===== src/logic/cdcc_consts.vh =====
// Constants for the charge and discharge counting core.
`ifndef CDCC_CONSTS_VH
`define CDCC_CONSTS_VH

// ==========================================================================
// Clock and timing
`define CDCC_CLK_PERIOD_NS 25
`define CDCC_CLK_KHZ 40000
`define CDCC_TICK_NS 878906250
`define CDCC_TICK_CYCLES (`CDCC_TICK_NS / `CDCC_CLK_PERIOD_NS)
`define CDCC_LOW_WAIT_MS 10000
`define CDCC_LOW_WAIT_CYCLES (`CDCC_LOW_WAIT_MS * `CDCC_CLK_KHZ)
`define CDCC_TICKS_PER_HOUR 12'hfff
`define CDCC_SLOW_DIV_LAST 8'hff

// ==========================================================================
// Accumulation limits in half-microvolt tick sums and leak weights; threshold in microvolts, trim scale in half-microvolts
`define CDCC_ACC_LIMIT 21'h019000
`define CDCC_LEAK_LIMIT 21'h008000
`define CDCC_FULL_THR_UV 19'h00f00
`define CDCC_UV_PER_TRIM 19'sd25

// ==========================================================================
// Register offsets
`define CDCC_ADDR_USER_LAST 7'h72
`define CDCC_ADDR_OFFSET 7'h73
`define CDCC_ADDR_TMPCLR 7'h74
`define CDCC_ADDR_MODE 7'h75
`define CDCC_ADDR_CTC_LO 7'h76
`define CDCC_ADDR_CTC_HI 7'h77
`define CDCC_ADDR_DTC_LO 7'h78
`define CDCC_ADDR_DTC_HI 7'h79
`define CDCC_ADDR_SLC_LO 7'h7a
`define CDCC_ADDR_SLC_HI 7'h7b
`define CDCC_ADDR_CHG_LO 7'h7c
`define CDCC_ADDR_CHG_HI 7'h7d
`define CDCC_ADDR_DIS_LO 7'h7e
`define CDCC_ADDR_DIS_HI 7'h7f

// ==========================================================================
// Field positions and reset values
`define CDCC_CMD_WRITE_BIT 7
`define CDCC_MODE_OVR_BIT 7
`define CDCC_MODE_CAL_BIT 6
`define CDCC_MODE_STC_BIT 5
`define CDCC_MODE_STD_BIT 4
`define CDCC_MODE_RESET 8'h0e
`define CDCC_CLR_CTC_BIT 4
`define CDCC_CLR_DTC_BIT 3
`define CDCC_CLR_SLC_BIT 2
`define CDCC_CLR_CHG_BIT 1
`define CDCC_CLR_DIS_BIT 0

`endif


===== src/logic/cdcc_core.v =====
// Charge and discharge counting core with register map and calibration.
//
// Function
// - Discharge sense drives discharge accumulator and discharge time counter at documented rates.
// - Charge sense drives charge accumulator and charge time counter at documented rates.
// - Time counters wrap past ffffh, toggle rollover flag, and advance 256 times slower while it is set.
// - Above threshold with line high, counters run, wake drives low, registers accessible.
// - Below threshold with line low over ten seconds suspends counting until line high.
// - Self-leak counter runs once per hour at 25C, doubling per 10C step.
// - Temperature reads as 3-bit code; code 3 is base rate, scaled x1/8 to x16.
// - Offset register holds 8-bit two's complement offset in accumulator units.
// - Below threshold the wake pin floats until current rises above threshold.
// - Mode and threshold register resets to 0eh, threshold code 7.
// - Threshold is 3.84mV divided by field value; zero means no threshold.
// - Writing 1 to a clear bit zeroes the matching counter and leaves the other four alone.
// - Clear bits return to zero by themselves once the clear is done.
// - Clearing a time counter also clears its rollover flag and slow rate.
// - Calibration bit armed; calibration starts after ten seconds line low below threshold.
// - One hour qualifying latches measured offset and clears calibration bit.
// - Top thirteen addresses are registers (73h to 75h) and counters (76h to 7fh); addresses 72h down to 00h are user memory.
// - Command byte bit 7 selects write or read, bits 6 to 0 address.
// - Override bit drops line-low need during calibration; cleared at valid calibration end.
// - Sense above threshold, or line high without override, restarts calibration, calibration bit kept.
`include "cdcc_consts.vh"
`default_nettype none

module cdcc_core #(
  parameter integer TICK_CYCLES = `CDCC_TICK_CYCLES,
  parameter integer LOW_WAIT_CYCLES = `CDCC_LOW_WAIT_CYCLES
) (
  input wire mclk,
  input wire rst_b,
  input wire ce,
  input wire signed [17:0] sense_input_battery_side,
  input wire signed [17:0] sense_input_pack_side,
  input wire signed [17:0] input_offset_voltage,
  input wire [2:0] temp_sensor_code,
  input wire single_wire_line,
  input wire cmd_byte_valid,
  input wire [7:0] cmd_byte_data,
  output reg reply_valid,
  output reg [7:0] reply_data,
  output reg wake_out,
  output reg wake_oe,
  output reg asleep,
  output reg cal_active
);

  localparam [25:0] TICK_LAST = TICK_CYCLES[25:0] - 26'h0000001;
  localparam [28:0] LOW_LAST = LOW_WAIT_CYCLES[28:0] - 29'h00000001;
  localparam [7:0] MODE_RESET = `CDCC_MODE_RESET;

  // ========================================================================
  // Functions
  function [18:0] cdcc_mag;
    input signed [18:0] v;
    begin
      cdcc_mag = v[18] ? (~v + 19'h00001) : v;
    end
  endfunction

  // Threshold in microvolts for each field code.
  function [18:0] cdcc_thr;
    input [2:0] code;
    begin
      case (code)
        3'h1: cdcc_thr = `CDCC_FULL_THR_UV;
        3'h2: cdcc_thr = 19'h00780;
        3'h3: cdcc_thr = 19'h00500;
        3'h4: cdcc_thr = 19'h003c0;
        3'h5: cdcc_thr = 19'h00300;
        3'h6: cdcc_thr = 19'h00280;
        3'h7: cdcc_thr = 19'h00225;
        default: cdcc_thr = 19'h00000;
      endcase
    end
  endfunction

  function [7:0] cdcc_pick;
    input [15:0] word;
    input hi;
    begin
      cdcc_pick = hi ? word[15:8] : word[7:0];
    end
  endfunction

  // ========================================================================
  // Registers and state
  reg [25:0] tick_cnt;
  reg tick;
  reg [28:0] low_cnt;
  reg [11:0] hour_cnt;
  reg [7:0] offset_trim_value;
  reg [2:0] temp_code;
  reg [4:0] clr_pend;
  reg line_low_override;
  reg cal_bit;
  reg charge_time_rollover_flag;
  reg discharge_time_rollover_flag;
  reg [2:0] wake_threshold_field;
  reg [15:0] charge_time_counter;
  reg [15:0] discharge_time_counter;
  reg [7:0] chg_slow;
  reg [7:0] dis_slow;
  reg wr_pending;
  reg [6:0] wr_addr;
  reg [7:0] user_mem [0:114];

  wire [15:0] charge_accumulator;
  wire [15:0] discharge_accumulator;
  wire [15:0] self_leak_counter;

  // ========================================================================
  // Sense evaluation
  wire signed [18:0] sense_total = sense_input_battery_side - sense_input_pack_side
    + input_offset_voltage;
  wire [18:0] sense_mag = cdcc_mag(sense_total);
  wire [18:0] wake_threshold_voltage = cdcc_thr(wake_threshold_field);
  wire above = sense_mag > wake_threshold_voltage;
  wire below = ~above;
  wire charging = (sense_total > 19'sd0);
  wire discharging = sense_total[18];
  wire run = ~asleep;
  wire run_tick = tick & run;
  wire [20:0] sense_add = {1'b0, sense_mag, 1'b0};
  wire [20:0] leak_add = {13'h0000, 8'h01 << temp_code};

  wire line_low_qual = ~single_wire_line & below;
  wire low_done = line_low_qual & (low_cnt == LOW_LAST);
  wire cal_ok = below & (~single_wire_line | line_low_override);

  // Command and data decoding.
  wire is_cmd = cmd_byte_valid & ~wr_pending;
  wire is_data = cmd_byte_valid & wr_pending;
  wire mode_wr = is_data & (wr_addr == `CDCC_ADDR_MODE);
  wire clr_wr = is_data & (wr_addr == `CDCC_ADDR_TMPCLR);
  wire [4:0] clr_set = clr_wr ? cmd_byte_data[4:0] : 5'h00;

  // ========================================================================
  // Timebase
  always @(posedge mclk or negedge rst_b)
  begin
    if (!rst_b)
    begin
      tick_cnt <= 26'h0000000;
      tick <= 1'b0;
    end
    else if (ce)
    begin
      tick <= (tick_cnt == TICK_LAST);
      tick_cnt <= (tick_cnt == TICK_LAST) ? 26'h0000000 : tick_cnt + 26'h0000001;
    end
  end

  // ========================================================================
  // Accumulators
  cdcc_rate_acc u_chg_acc (
    .mclk(mclk),
    .rst_b(rst_b),
    .ce(ce & run),
    .clr(clr_pend[`CDCC_CLR_CHG_BIT]),
    .tick(run_tick & charging),
    .add(sense_add),
    .limit(`CDCC_ACC_LIMIT),
    .count(charge_accumulator)
  );

  cdcc_rate_acc u_dis_acc (
    .mclk(mclk),
    .rst_b(rst_b),
    .ce(ce & run),
    .clr(clr_pend[`CDCC_CLR_DIS_BIT]),
    .tick(run_tick & discharging),
    .add(sense_add),
    .limit(`CDCC_ACC_LIMIT),
    .count(discharge_accumulator)
  );

  // Weight 2^code against a limit of 8 hours of ticks gives 1/8 to 16 per hour.
  cdcc_rate_acc u_leak_acc (
    .mclk(mclk),
    .rst_b(rst_b),
    .ce(ce & run),
    .clr(clr_pend[`CDCC_CLR_SLC_BIT]),
    .tick(run_tick),
    .add(leak_add),
    .limit(`CDCC_LEAK_LIMIT),
    .count(self_leak_counter)
  );

  // ========================================================================
  // Time counters
  // A second wrap toggles the rollover flag back to zero.
  always @(posedge mclk or negedge rst_b)
  begin
    if (!rst_b)
    begin
      charge_time_counter <= 16'h0000;
      discharge_time_counter <= 16'h0000;
      chg_slow <= 8'h00;
      dis_slow <= 8'h00;
      charge_time_rollover_flag <= 1'b0;
      discharge_time_rollover_flag <= 1'b0;
    end
    else if (ce)
    begin
      if (clr_pend[`CDCC_CLR_CTC_BIT])
      begin
        charge_time_counter <= 16'h0000;
        chg_slow <= 8'h00;
        charge_time_rollover_flag <= 1'b0;
      end
      else if (run_tick & charging)
      begin
        chg_slow <= chg_slow + 8'h01;
        if (!charge_time_rollover_flag || chg_slow == `CDCC_SLOW_DIV_LAST)
        begin
          charge_time_counter <= charge_time_counter + 16'h0001;
          if (charge_time_counter == 16'hffff)
            charge_time_rollover_flag <= ~charge_time_rollover_flag;
        end
      end
      if (clr_pend[`CDCC_CLR_DTC_BIT])
      begin
        discharge_time_counter <= 16'h0000;
        dis_slow <= 8'h00;
        discharge_time_rollover_flag <= 1'b0;
      end
      else if (run_tick & discharging)
      begin
        dis_slow <= dis_slow + 8'h01;
        if (!discharge_time_rollover_flag || dis_slow == `CDCC_SLOW_DIV_LAST)
        begin
          discharge_time_counter <= discharge_time_counter + 16'h0001;
          if (discharge_time_counter == 16'hffff)
            discharge_time_rollover_flag <= ~discharge_time_rollover_flag;
        end
      end
    end
  end

  // ========================================================================
  // Sleep, wake and clear handling
  always @(posedge mclk or negedge rst_b)
  begin
    if (!rst_b)
    begin
      low_cnt <= 29'h00000000;
      asleep <= 1'b0;
      wake_out <= 1'b0;
      wake_oe <= 1'b0;
      temp_code <= 3'h3;
      clr_pend <= 5'h00;
    end
    else if (ce)
    begin
      if (!line_low_qual)
        low_cnt <= 29'h00000000;
      else if (low_cnt != LOW_LAST)
        low_cnt <= low_cnt + 29'h00000001;
      if (single_wire_line)
        asleep <= 1'b0;
      else if (low_done)
        asleep <= 1'b1;
      wake_out <= 1'b0;
      wake_oe <= above;
      temp_code <= temp_sensor_code;
      clr_pend <= clr_set;
    end
  end

  // ========================================================================
  // Mode register and calibration
  always @(posedge mclk or negedge rst_b)
  begin
    if (!rst_b)
    begin
      line_low_override <= MODE_RESET[`CDCC_MODE_OVR_BIT];
      cal_bit <= MODE_RESET[`CDCC_MODE_CAL_BIT];
      wake_threshold_field <= MODE_RESET[3:1];
      cal_active <= 1'b0;
      hour_cnt <= 12'h000;
      offset_trim_value <= 8'h00;
    end
    else if (ce)
    begin
      if (!cal_bit || !cal_ok)
      begin
        cal_active <= 1'b0;
        hour_cnt <= 12'h000;
      end
      else if (!cal_active)
      begin
        if (line_low_override || low_done)
          cal_active <= 1'b1;
      end
      else if (tick)
      begin
        hour_cnt <= hour_cnt + 12'h001;
        if (hour_cnt == `CDCC_TICKS_PER_HOUR)
        begin
          offset_trim_value <= cdcc_trim(input_offset_voltage);
          cal_bit <= 1'b0;
          line_low_override <= 1'b0;
          cal_active <= 1'b0;
        end
      end
      if (mode_wr)
      begin
        line_low_override <= cmd_byte_data[`CDCC_MODE_OVR_BIT];
        cal_bit <= cmd_byte_data[`CDCC_MODE_CAL_BIT];
        wake_threshold_field <= cmd_byte_data[3:1];
      end
      if (is_data && wr_addr == `CDCC_ADDR_OFFSET)
        offset_trim_value <= cmd_byte_data;
    end
  end

  function [7:0] cdcc_trim;
    input signed [17:0] vos;
    reg signed [18:0] scaled;
    begin
      scaled = (vos * 19'sd2) / `CDCC_UV_PER_TRIM;
      cdcc_trim = scaled[7:0];
    end
  endfunction

  // ========================================================================
  // Command port and register map
  wire [7:0] mode_image = {line_low_override, cal_bit, charge_time_rollover_flag,
    discharge_time_rollover_flag, wake_threshold_field, 1'b0};

  always @(posedge mclk or negedge rst_b)
  begin
    if (!rst_b)
    begin
      wr_pending <= 1'b0;
      wr_addr <= 7'h00;
      reply_valid <= 1'b0;
      reply_data <= 8'h00;
    end
    else if (ce)
    begin
      reply_valid <= 1'b0;
      if (is_data)
        wr_pending <= 1'b0;
      else if (is_cmd)
      begin
        wr_addr <= cmd_byte_data[6:0];
        if (cmd_byte_data[`CDCC_CMD_WRITE_BIT])
          wr_pending <= 1'b1;
        else
        begin
          reply_valid <= 1'b1;
          case (cmd_byte_data[6:0])
            `CDCC_ADDR_OFFSET: reply_data <= offset_trim_value;
            `CDCC_ADDR_TMPCLR: reply_data <= {temp_code, clr_pend};
            `CDCC_ADDR_MODE: reply_data <= mode_image;
            `CDCC_ADDR_CTC_LO: reply_data <= cdcc_pick(charge_time_counter, 1'b0);
            `CDCC_ADDR_CTC_HI: reply_data <= cdcc_pick(charge_time_counter, 1'b1);
            `CDCC_ADDR_DTC_LO: reply_data <= cdcc_pick(discharge_time_counter, 1'b0);
            `CDCC_ADDR_DTC_HI: reply_data <= cdcc_pick(discharge_time_counter, 1'b1);
            `CDCC_ADDR_SLC_LO: reply_data <= cdcc_pick(self_leak_counter, 1'b0);
            `CDCC_ADDR_SLC_HI: reply_data <= cdcc_pick(self_leak_counter, 1'b1);
            `CDCC_ADDR_CHG_LO: reply_data <= cdcc_pick(charge_accumulator, 1'b0);
            `CDCC_ADDR_CHG_HI: reply_data <= cdcc_pick(charge_accumulator, 1'b1);
            `CDCC_ADDR_DIS_LO: reply_data <= cdcc_pick(discharge_accumulator, 1'b0);
            `CDCC_ADDR_DIS_HI: reply_data <= cdcc_pick(discharge_accumulator, 1'b1);
            default: reply_data <= user_mem[cmd_byte_data[6:0]];
          endcase
        end
      end
    end
  end

  // User memory has no reset; it keeps whatever software left there.
  always @(posedge mclk)
  begin
    if (ce && is_data && wr_addr <= `CDCC_ADDR_USER_LAST)
      user_mem[wr_addr] <= cmd_byte_data;
  end

endmodule // cdcc_core

`default_nettype wire


===== src/logic/cdcc_rate_acc.v =====
// Fractional rate accumulator that turns tick-weighted sums into counts.
`include "cdcc_consts.vh"
`default_nettype none

module cdcc_rate_acc (
  input wire mclk,
  input wire rst_b,
  input wire ce,
  input wire clr,
  input wire tick,
  input wire [20:0] add,
  input wire [20:0] limit,
  output reg [15:0] count
);

  reg [21:0] frac;

  // ========================================================================
  // Accumulate
  // A sum may hold several counts; one is drained per clock, far faster
  // than the tick spacing, so nothing is lost between ticks.
  always @(posedge mclk or negedge rst_b)
  begin
    if (!rst_b)
    begin
      frac <= 22'h000000;
      count <= 16'h0000;
    end
    else if (ce)
    begin
      if (clr)
      begin
        frac <= 22'h000000;
        count <= 16'h0000;
      end
      else if (frac >= {1'b0, limit})
      begin
        frac <= frac - {1'b0, limit} + (tick ? {1'b0, add} : 22'h000000);
        count <= count + 16'h0001;
      end
      else if (tick)
      begin
        frac <= frac + {1'b0, add};
      end
    end
  end

endmodule // cdcc_rate_acc

`default_nettype wire


===== config.mk =====
export PLATFORM = sky130hd
export DESIGN_NAME = cdcc_core
export DESIGN_NICKNAME = d
export VERILOG_FILES = /design/src/logic/cdcc_core.v /design/src/logic/cdcc_rate_acc.v
export VERILOG_INCLUDE_DIRS = /design/src /design/src/logic
export SDC_FILE = /design/constraint.sdc
export NUM_CORES = 2
export LEC_CHECK = 0
export ABC_AREA = 0
export BUFFER_PORTS_ARGS = -buffer_cell sky130_fd_sc_hd__buf_2
export CORE_MARGIN = 4
export CORE_UTILIZATION = 55
export CTS_CLUSTER_DIAMETER = 60
export CTS_CLUSTER_SIZE = 40
export DETAILED_ROUTE_END_ITERATION = 8
export PLACE_DENSITY = 0.74
export SYNTH_ARGS = -nofsm -noshare
export SYNTH_HDL_FRONTEND = slang
export SYNTH_SLANG_ARGS = --single-unit

===== constraint.sdc =====
create_clock -name mclk -period 4.8 [get_ports mclk]
set_clock_uncertainty 0.15 [all_clocks]
set_input_delay 0.48 -clock mclk [delete_from_list [all_inputs] [get_ports mclk]]
set_output_delay 0.48 -clock mclk [all_outputs]
set_load 0.1 [all_outputs]

==> impl_metrics.xml <==
<?xml version="1.0" encoding="UTF-8"?>
<metrics>
  <group name="timing">
    <metric name="rsz0062_at_grt" unit="">yes</metric>
    <metric name="count_of_pins_over_their_slew_limit" unit="">0</metric>
    <metric name="min_period_over_period" unit="%">198</metric>
    <metric name="worst_slack" unit="ns">-4.69</metric>
    <metric name="final.hold.worst_slack" unit="ns">0.0891</metric>
    <metric name="worst-slew-pin-transition" unit="ns">1.19</metric>
    <metric name="period_minus_slack" unit="ns">9.49</metric>
    <metric name="maxClockFrequency" unit="GHz">0.105</metric>
    <metric name="final-hold-violation-count" unit="">0</metric>
    <metric name="timing.slew.headroom" unit="%">20.3</metric>
    <metric name="setup_violations" unit="">141</metric>
  </group>
  <group name="routing">
    <metric name="routed_via_density" unit="">6.23</metric>
    <metric name="detail_route.first_pass.iterations" unit="">7</metric>
    <metric name="via_count" unit="">40000</metric>
    <metric name="route.antenna.remaining_nets" unit="">0</metric>
    <metric name="detail_route.wirelength" unit="mm">152</metric>
    <metric name="route.detailed.drc" unit="">0</metric>
    <metric name="initialDrtViolationCount" unit="">3976</metric>
    <metric name="drt-wirelength-per-cell" unit="um">23.7</metric>
  </group>
  <group name="pwr">
    <metric name="comb_power_share" unit="%">57.7</metric>
    <metric name="highest_ir_drop_seen_on_vdd" unit="mV">1.59</metric>
    <metric name="power_density" unit="mW/mm2">655</metric>
    <metric name="seq_power_share" unit="%">25.6</metric>
    <metric name="power.share.clock" unit="%">16.6</metric>
    <metric name="p_sw" unit="W">0.0182</metric>
    <metric name="p_leak" unit="nW">26.8</metric>
    <metric name="cellInternalPower" unit="W">0.0285</metric>
    <metric name="power_switching_share" unit="%">38.9</metric>
  </group>
  <group name="critical_path">
    <metric name="crit_path_top_delay_cell" unit="">sky130_fd_sc_hd__or4_4</metric>
    <metric name="critPathMostFrequentCell" unit="">sky130_fd_sc_hd__buf_4</metric>
    <metric name="arrival" unit="ns">9.88</metric>
    <metric name="critPathMaxFanout" unit="">9</metric>
    <metric name="critical_path_required" unit="ns">5.19</metric>
    <metric name="crit_path_max_incr_delay" unit="ns">0.57</metric>
    <metric name="timing.critical_path.to_type" unit="">flip-flop</metric>
    <metric name="timing.setup.critical_path_class" unit="">in -&gt; reg</metric>
    <metric name="start_kind" unit="">input pin</metric>
  </group>
  <group name="placement">
    <metric name="place.detailed.hpwl" unit="mm">99.7</metric>
    <metric name="buffer_ports.inserted" unit="">81</metric>
    <metric name="finalWeightedCongestion" unit="">0.930</metric>
    <metric name="placed_cells_incl_taps" unit="">6179</metric>
    <metric name="pre_cts_worst_setup_slack" unit="ns">-5.65</metric>
  </group>
  <group name="logic_synthesis">
    <metric name="dominant_synthesized_flop_cell" unit="">sky130_fd_sc_hd__edfxtp_1</metric>
    <metric name="post_synth_instance_area" unit="mm2">0.0590</metric>
    <metric name="number_of_nets_produced_by_synthesis" unit="">4590</metric>
    <metric name="synth_warnings" unit="">0</metric>
    <metric name="netlist-cell-type-count" unit="">114</metric>
    <metric name="synth_cells" unit="">4318</metric>
    <metric name="async_reset_ff_share" unit="%">22.8</metric>
    <metric name="post_synth.cell_area_avg" unit="um2">13.7</metric>
    <metric name="synth_sequential_area_ratio" unit="%">58.3</metric>
    <metric name="ys_ff_latch" unit="">1191</metric>
    <metric name="synth-edff-count" unit="">920</metric>
  </group>
  <group name="floorplanning">
    <metric name="core_area" unit="mm2">0.106</metric>
    <metric name="floorplan.io_pins" unit="">83</metric>
    <metric name="design.die.area" unit="mm2">0.113</metric>
    <metric name="fp-row-count" unit="">119</metric>
    <metric name="die_y" unit="um">336</metric>
    <metric name="die_width" unit="um">336</metric>
    <metric name="floorplan.initialDensity" unit="%">55.8</metric>
  </group>
  <group name="cts">
    <metric name="cts_made_buffers" unit="">81</metric>
    <metric name="cts.sink_count" unit="">1191</metric>
    <metric name="cts_root_buf" unit="">sky130_fd_sc_hd__clkbuf_16</metric>
    <metric name="clock_tree.htree_level_count" unit="">3</metric>
    <metric name="max_root_sink_buffers" unit="">3</metric>
    <metric name="tritoncts" unit="">done</metric>
    <metric name="clkSlewWorstSetupHoldPaths" unit="ns">0.11</metric>
    <metric name="insertion_delay" unit="ns">0.69</metric>
  </group>
  <group name="global_route">
    <metric name="grt_overflow_total" unit="">0</metric>
    <metric name="grt_antenna_before_repair" unit="">6</metric>
    <metric name="grt_start_max_net_pins" unit="">108</metric>
    <metric name="gr-usage-all-layers" unit="%">26.8</metric>
    <metric name="first_global_vias" unit="">40100</metric>
    <metric name="grt_pass1_wl" unit="mm">235</metric>
  </group>
  <group name="final_layout">
    <metric name="fin_util" unit="%">67.3</metric>
    <metric name="fillCellCount" unit="">7193</metric>
    <metric name="layoutNonFillerInstCount" unit="">6415</metric>
    <metric name="post_route_cells_drive_above_1_share" unit="%">31.8</metric>
    <metric name="multiInputGateArea" unit="mm2">0.0254</metric>
    <metric name="net_total_in_the_final_layout" unit="">5226</metric>
    <metric name="regArea" unit="mm2">0.0344</metric>
    <metric name="syn_to_final_growth" unit="%">20.7</metric>
  </group>
  <group name="hold_path">
    <metric name="hold_path_class" unit="">in -&gt; reg</metric>
  </group>
  <group name="run_status">
    <metric name="violations" unit="">negative setup slack</metric>
    <metric name="status" unit="">finished, violations left</metric>
  </group>
  <group name="run">
    <metric name="cap_viol_max_count" unit="">0</metric>
  </group>
</metrics>
-- final cells by class --
class | instances | area share, %
sequential | 1191 | 48.3
multi-input combinational | 2744 | 35.6
timing repair buffer | 732 | 8.27
clock buffer | 85 | 2.88
tap | 1391 | 2.44
clock inverter | 66 | 1.41
inverter | 204 | 1.10
antenna | 2 | 0.00702
-- routing by layer --
metal	vias up	wire, um	GRT usage, %
met5	-	48	0
met4	6	6230	9.41
met3	394	11300	4.44
met2	1666	74500	44.2
met1	20200	59800	36.7
li1	17700	-	-
-- critical path: cells and delay by family --
kind | cells | cell delay, ns
compound gates | 20 | 4.61
xor+xnor | 2 | 0.33
fa+ha+maj | 1 | 0.14
buf+inv | 8 | 1.19
mux | 2 | 0.41
simple gates | 11 | 2.69
-- what timing repair did --
| item | 4_1_cts | 5_1_grt |
|---|---|---|
| pin swaps | 142 | 119 |
| hold endpoints to repair | 112 | 0 |
| setup buffers | 110 | 43 |
| hold buffers | 7 | 0 |
| resized for setup | 191 | 185 |
| setup endpoints to repair | 133 | 146 |
| gates cloned | 2 | 0 |
-- cell families after synthesis --
family | Yosys count | share of synthesized area, %
flip-flops | 1191 | 58.3
AND/OR/NAND/NOR | 1159 | 9.18
AO/OA/AOI/OAI | 732 | 8.65
buffers and inverters | 385 | 2.58
multiplexers | 360 | 12.4
XOR/XNOR | 285 | 4.23
adder cells (fa/ha/maj) | 204 | 4.62
other | 2 | 0.0127
-- registers in the layout, summed over array words and instances, names as in the netlist, 3 cells and up --
signal                  cells
dis_slow                    8
tick_cnt                   26
low_cnt                    29
temp_code                   3
wake_threshold_field        3
wr_addr                     7
user_mem                  920
charge_time_counter        16
discharge_time_counter     16
clr_pend                    5
chg_slow                    8
hour_cnt                   12
u_dis_acc.frac             21
reply_data                  8
u_dis_acc.count            16
offset_trim_value           8
u_leak_acc.frac            22
u_chg_acc.frac             21
u_leak_acc.count           16
u_chg_acc.count            16
-- Yosys cell counts (all sizes together), types with 125 or more instances --
library cell | number | area [um2]
mux4 | 297 | 6690
xnor2 | 160 | 1400
a21oi | 209 | 1050
nor2 | 428 | 1610
xor2 | 125 | 1090
edfxtp | 920 | 27600
nand2 | 264 | 993
dfrtp | 266 | 6660
o21ai | 131 | 671
ha | 178 | 2230
clkbuf | 136 | 512
inv | 203 | 762
-- final timing paths --
check                                   startpoint              endpoint  slack [ns]  cells past startpoint
max                        input_offset_voltage[0]  offset_trim_value[4]       -4.69                     44
max reg2reg                                 asleep    u_dis_acc.frac[21]       -0.23                     28
min in group asynchronous                    rst_b           tick_cnt[8]        0.27                      2
min reg2reg                          reply_data[3]         reply_data[3]        0.34                      2
max in group asynchronous                    rst_b     u_chg_acc.frac[9]        3.06                      3
min                               cmd_byte_data[1]       user_mem[22][1]        0.09                      1
-- placed cells by master (no fill, tap or decap), types with 40 or more instances in the layout --
cell type | synthesis | layout
sky130_fd_sc_hd__nand2_1 | 263 | 254
sky130_fd_sc_hd__nand3_1 | 104 | 90
sky130_fd_sc_hd__dfrtp_1 | 266 | 266
sky130_fd_sc_hd__a21oi_1 | 207 | 128
sky130_fd_sc_hd__mux4_2 | 297 | 297
sky130_fd_sc_hd__and3_1 | 49 | 40
sky130_fd_sc_hd__buf_6 | 7 | 51
sky130_fd_sc_hd__buf_4 | 4 | 572
sky130_fd_sc_hd__xor2_1 | 125 | 117
sky130_fd_sc_hd__buf_2 | 6 | 69
sky130_fd_sc_hd__o21bai_1 | 74 | 68
sky130_fd_sc_hd__edfxtp_1 | 920 | 920
sky130_fd_sc_hd__nor2_1 | 426 | 395
sky130_fd_sc_hd__nor3_1 | 59 | 46
sky130_fd_sc_hd__mux2i_1 | 45 | 40
sky130_fd_sc_hd__nand4_1 | 52 | 52
sky130_fd_sc_hd__a21oi_2 | 2 | 79
sky130_fd_sc_hd__clkbuf_16 | 0 | 81
sky130_fd_sc_hd__ha_1 | 178 | 155
sky130_fd_sc_hd__o21ai_0 | 119 | 100
sky130_fd_sc_hd__inv_1 | 201 | 192
sky130_fd_sc_hd__xnor2_1 | 160 | 128
-- stage by stage --
| step | setup TNS, ns | area, um2 | power, W |
|---|---|---|---|
| CTS | -189.13 | 70500 | 0.0444 |
| global placement | -286.36 | 65700 | 0.0338 |
| finish | -195.04 | 71300 | 0.0467 |
| detailed placement | -301.50 | 65700 | 0.0342 |
| global route | -246.50 | 71300 | 0.0493 |
| floorplan | -201.18 | 59800 | 0.0257 |
-- power by group through the flow --
stage | registers (W) | logic, W | clock network, W
2_1_floorplan | 0.0122 | 0.0135 | 0
3_3_place_gp | 0.0121 | 0.0217 | 0
3_5_place_dp | 0.0122 | 0.0221 | 0
4_1_cts | 0.0119 | 0.0246 | 0.00787
5_1_grt | 0.0120 | 0.0290 | 0.00833
6_report | 0.0120 | 0.0270 | 0.00777
Power figures use the tool's default switching activity.
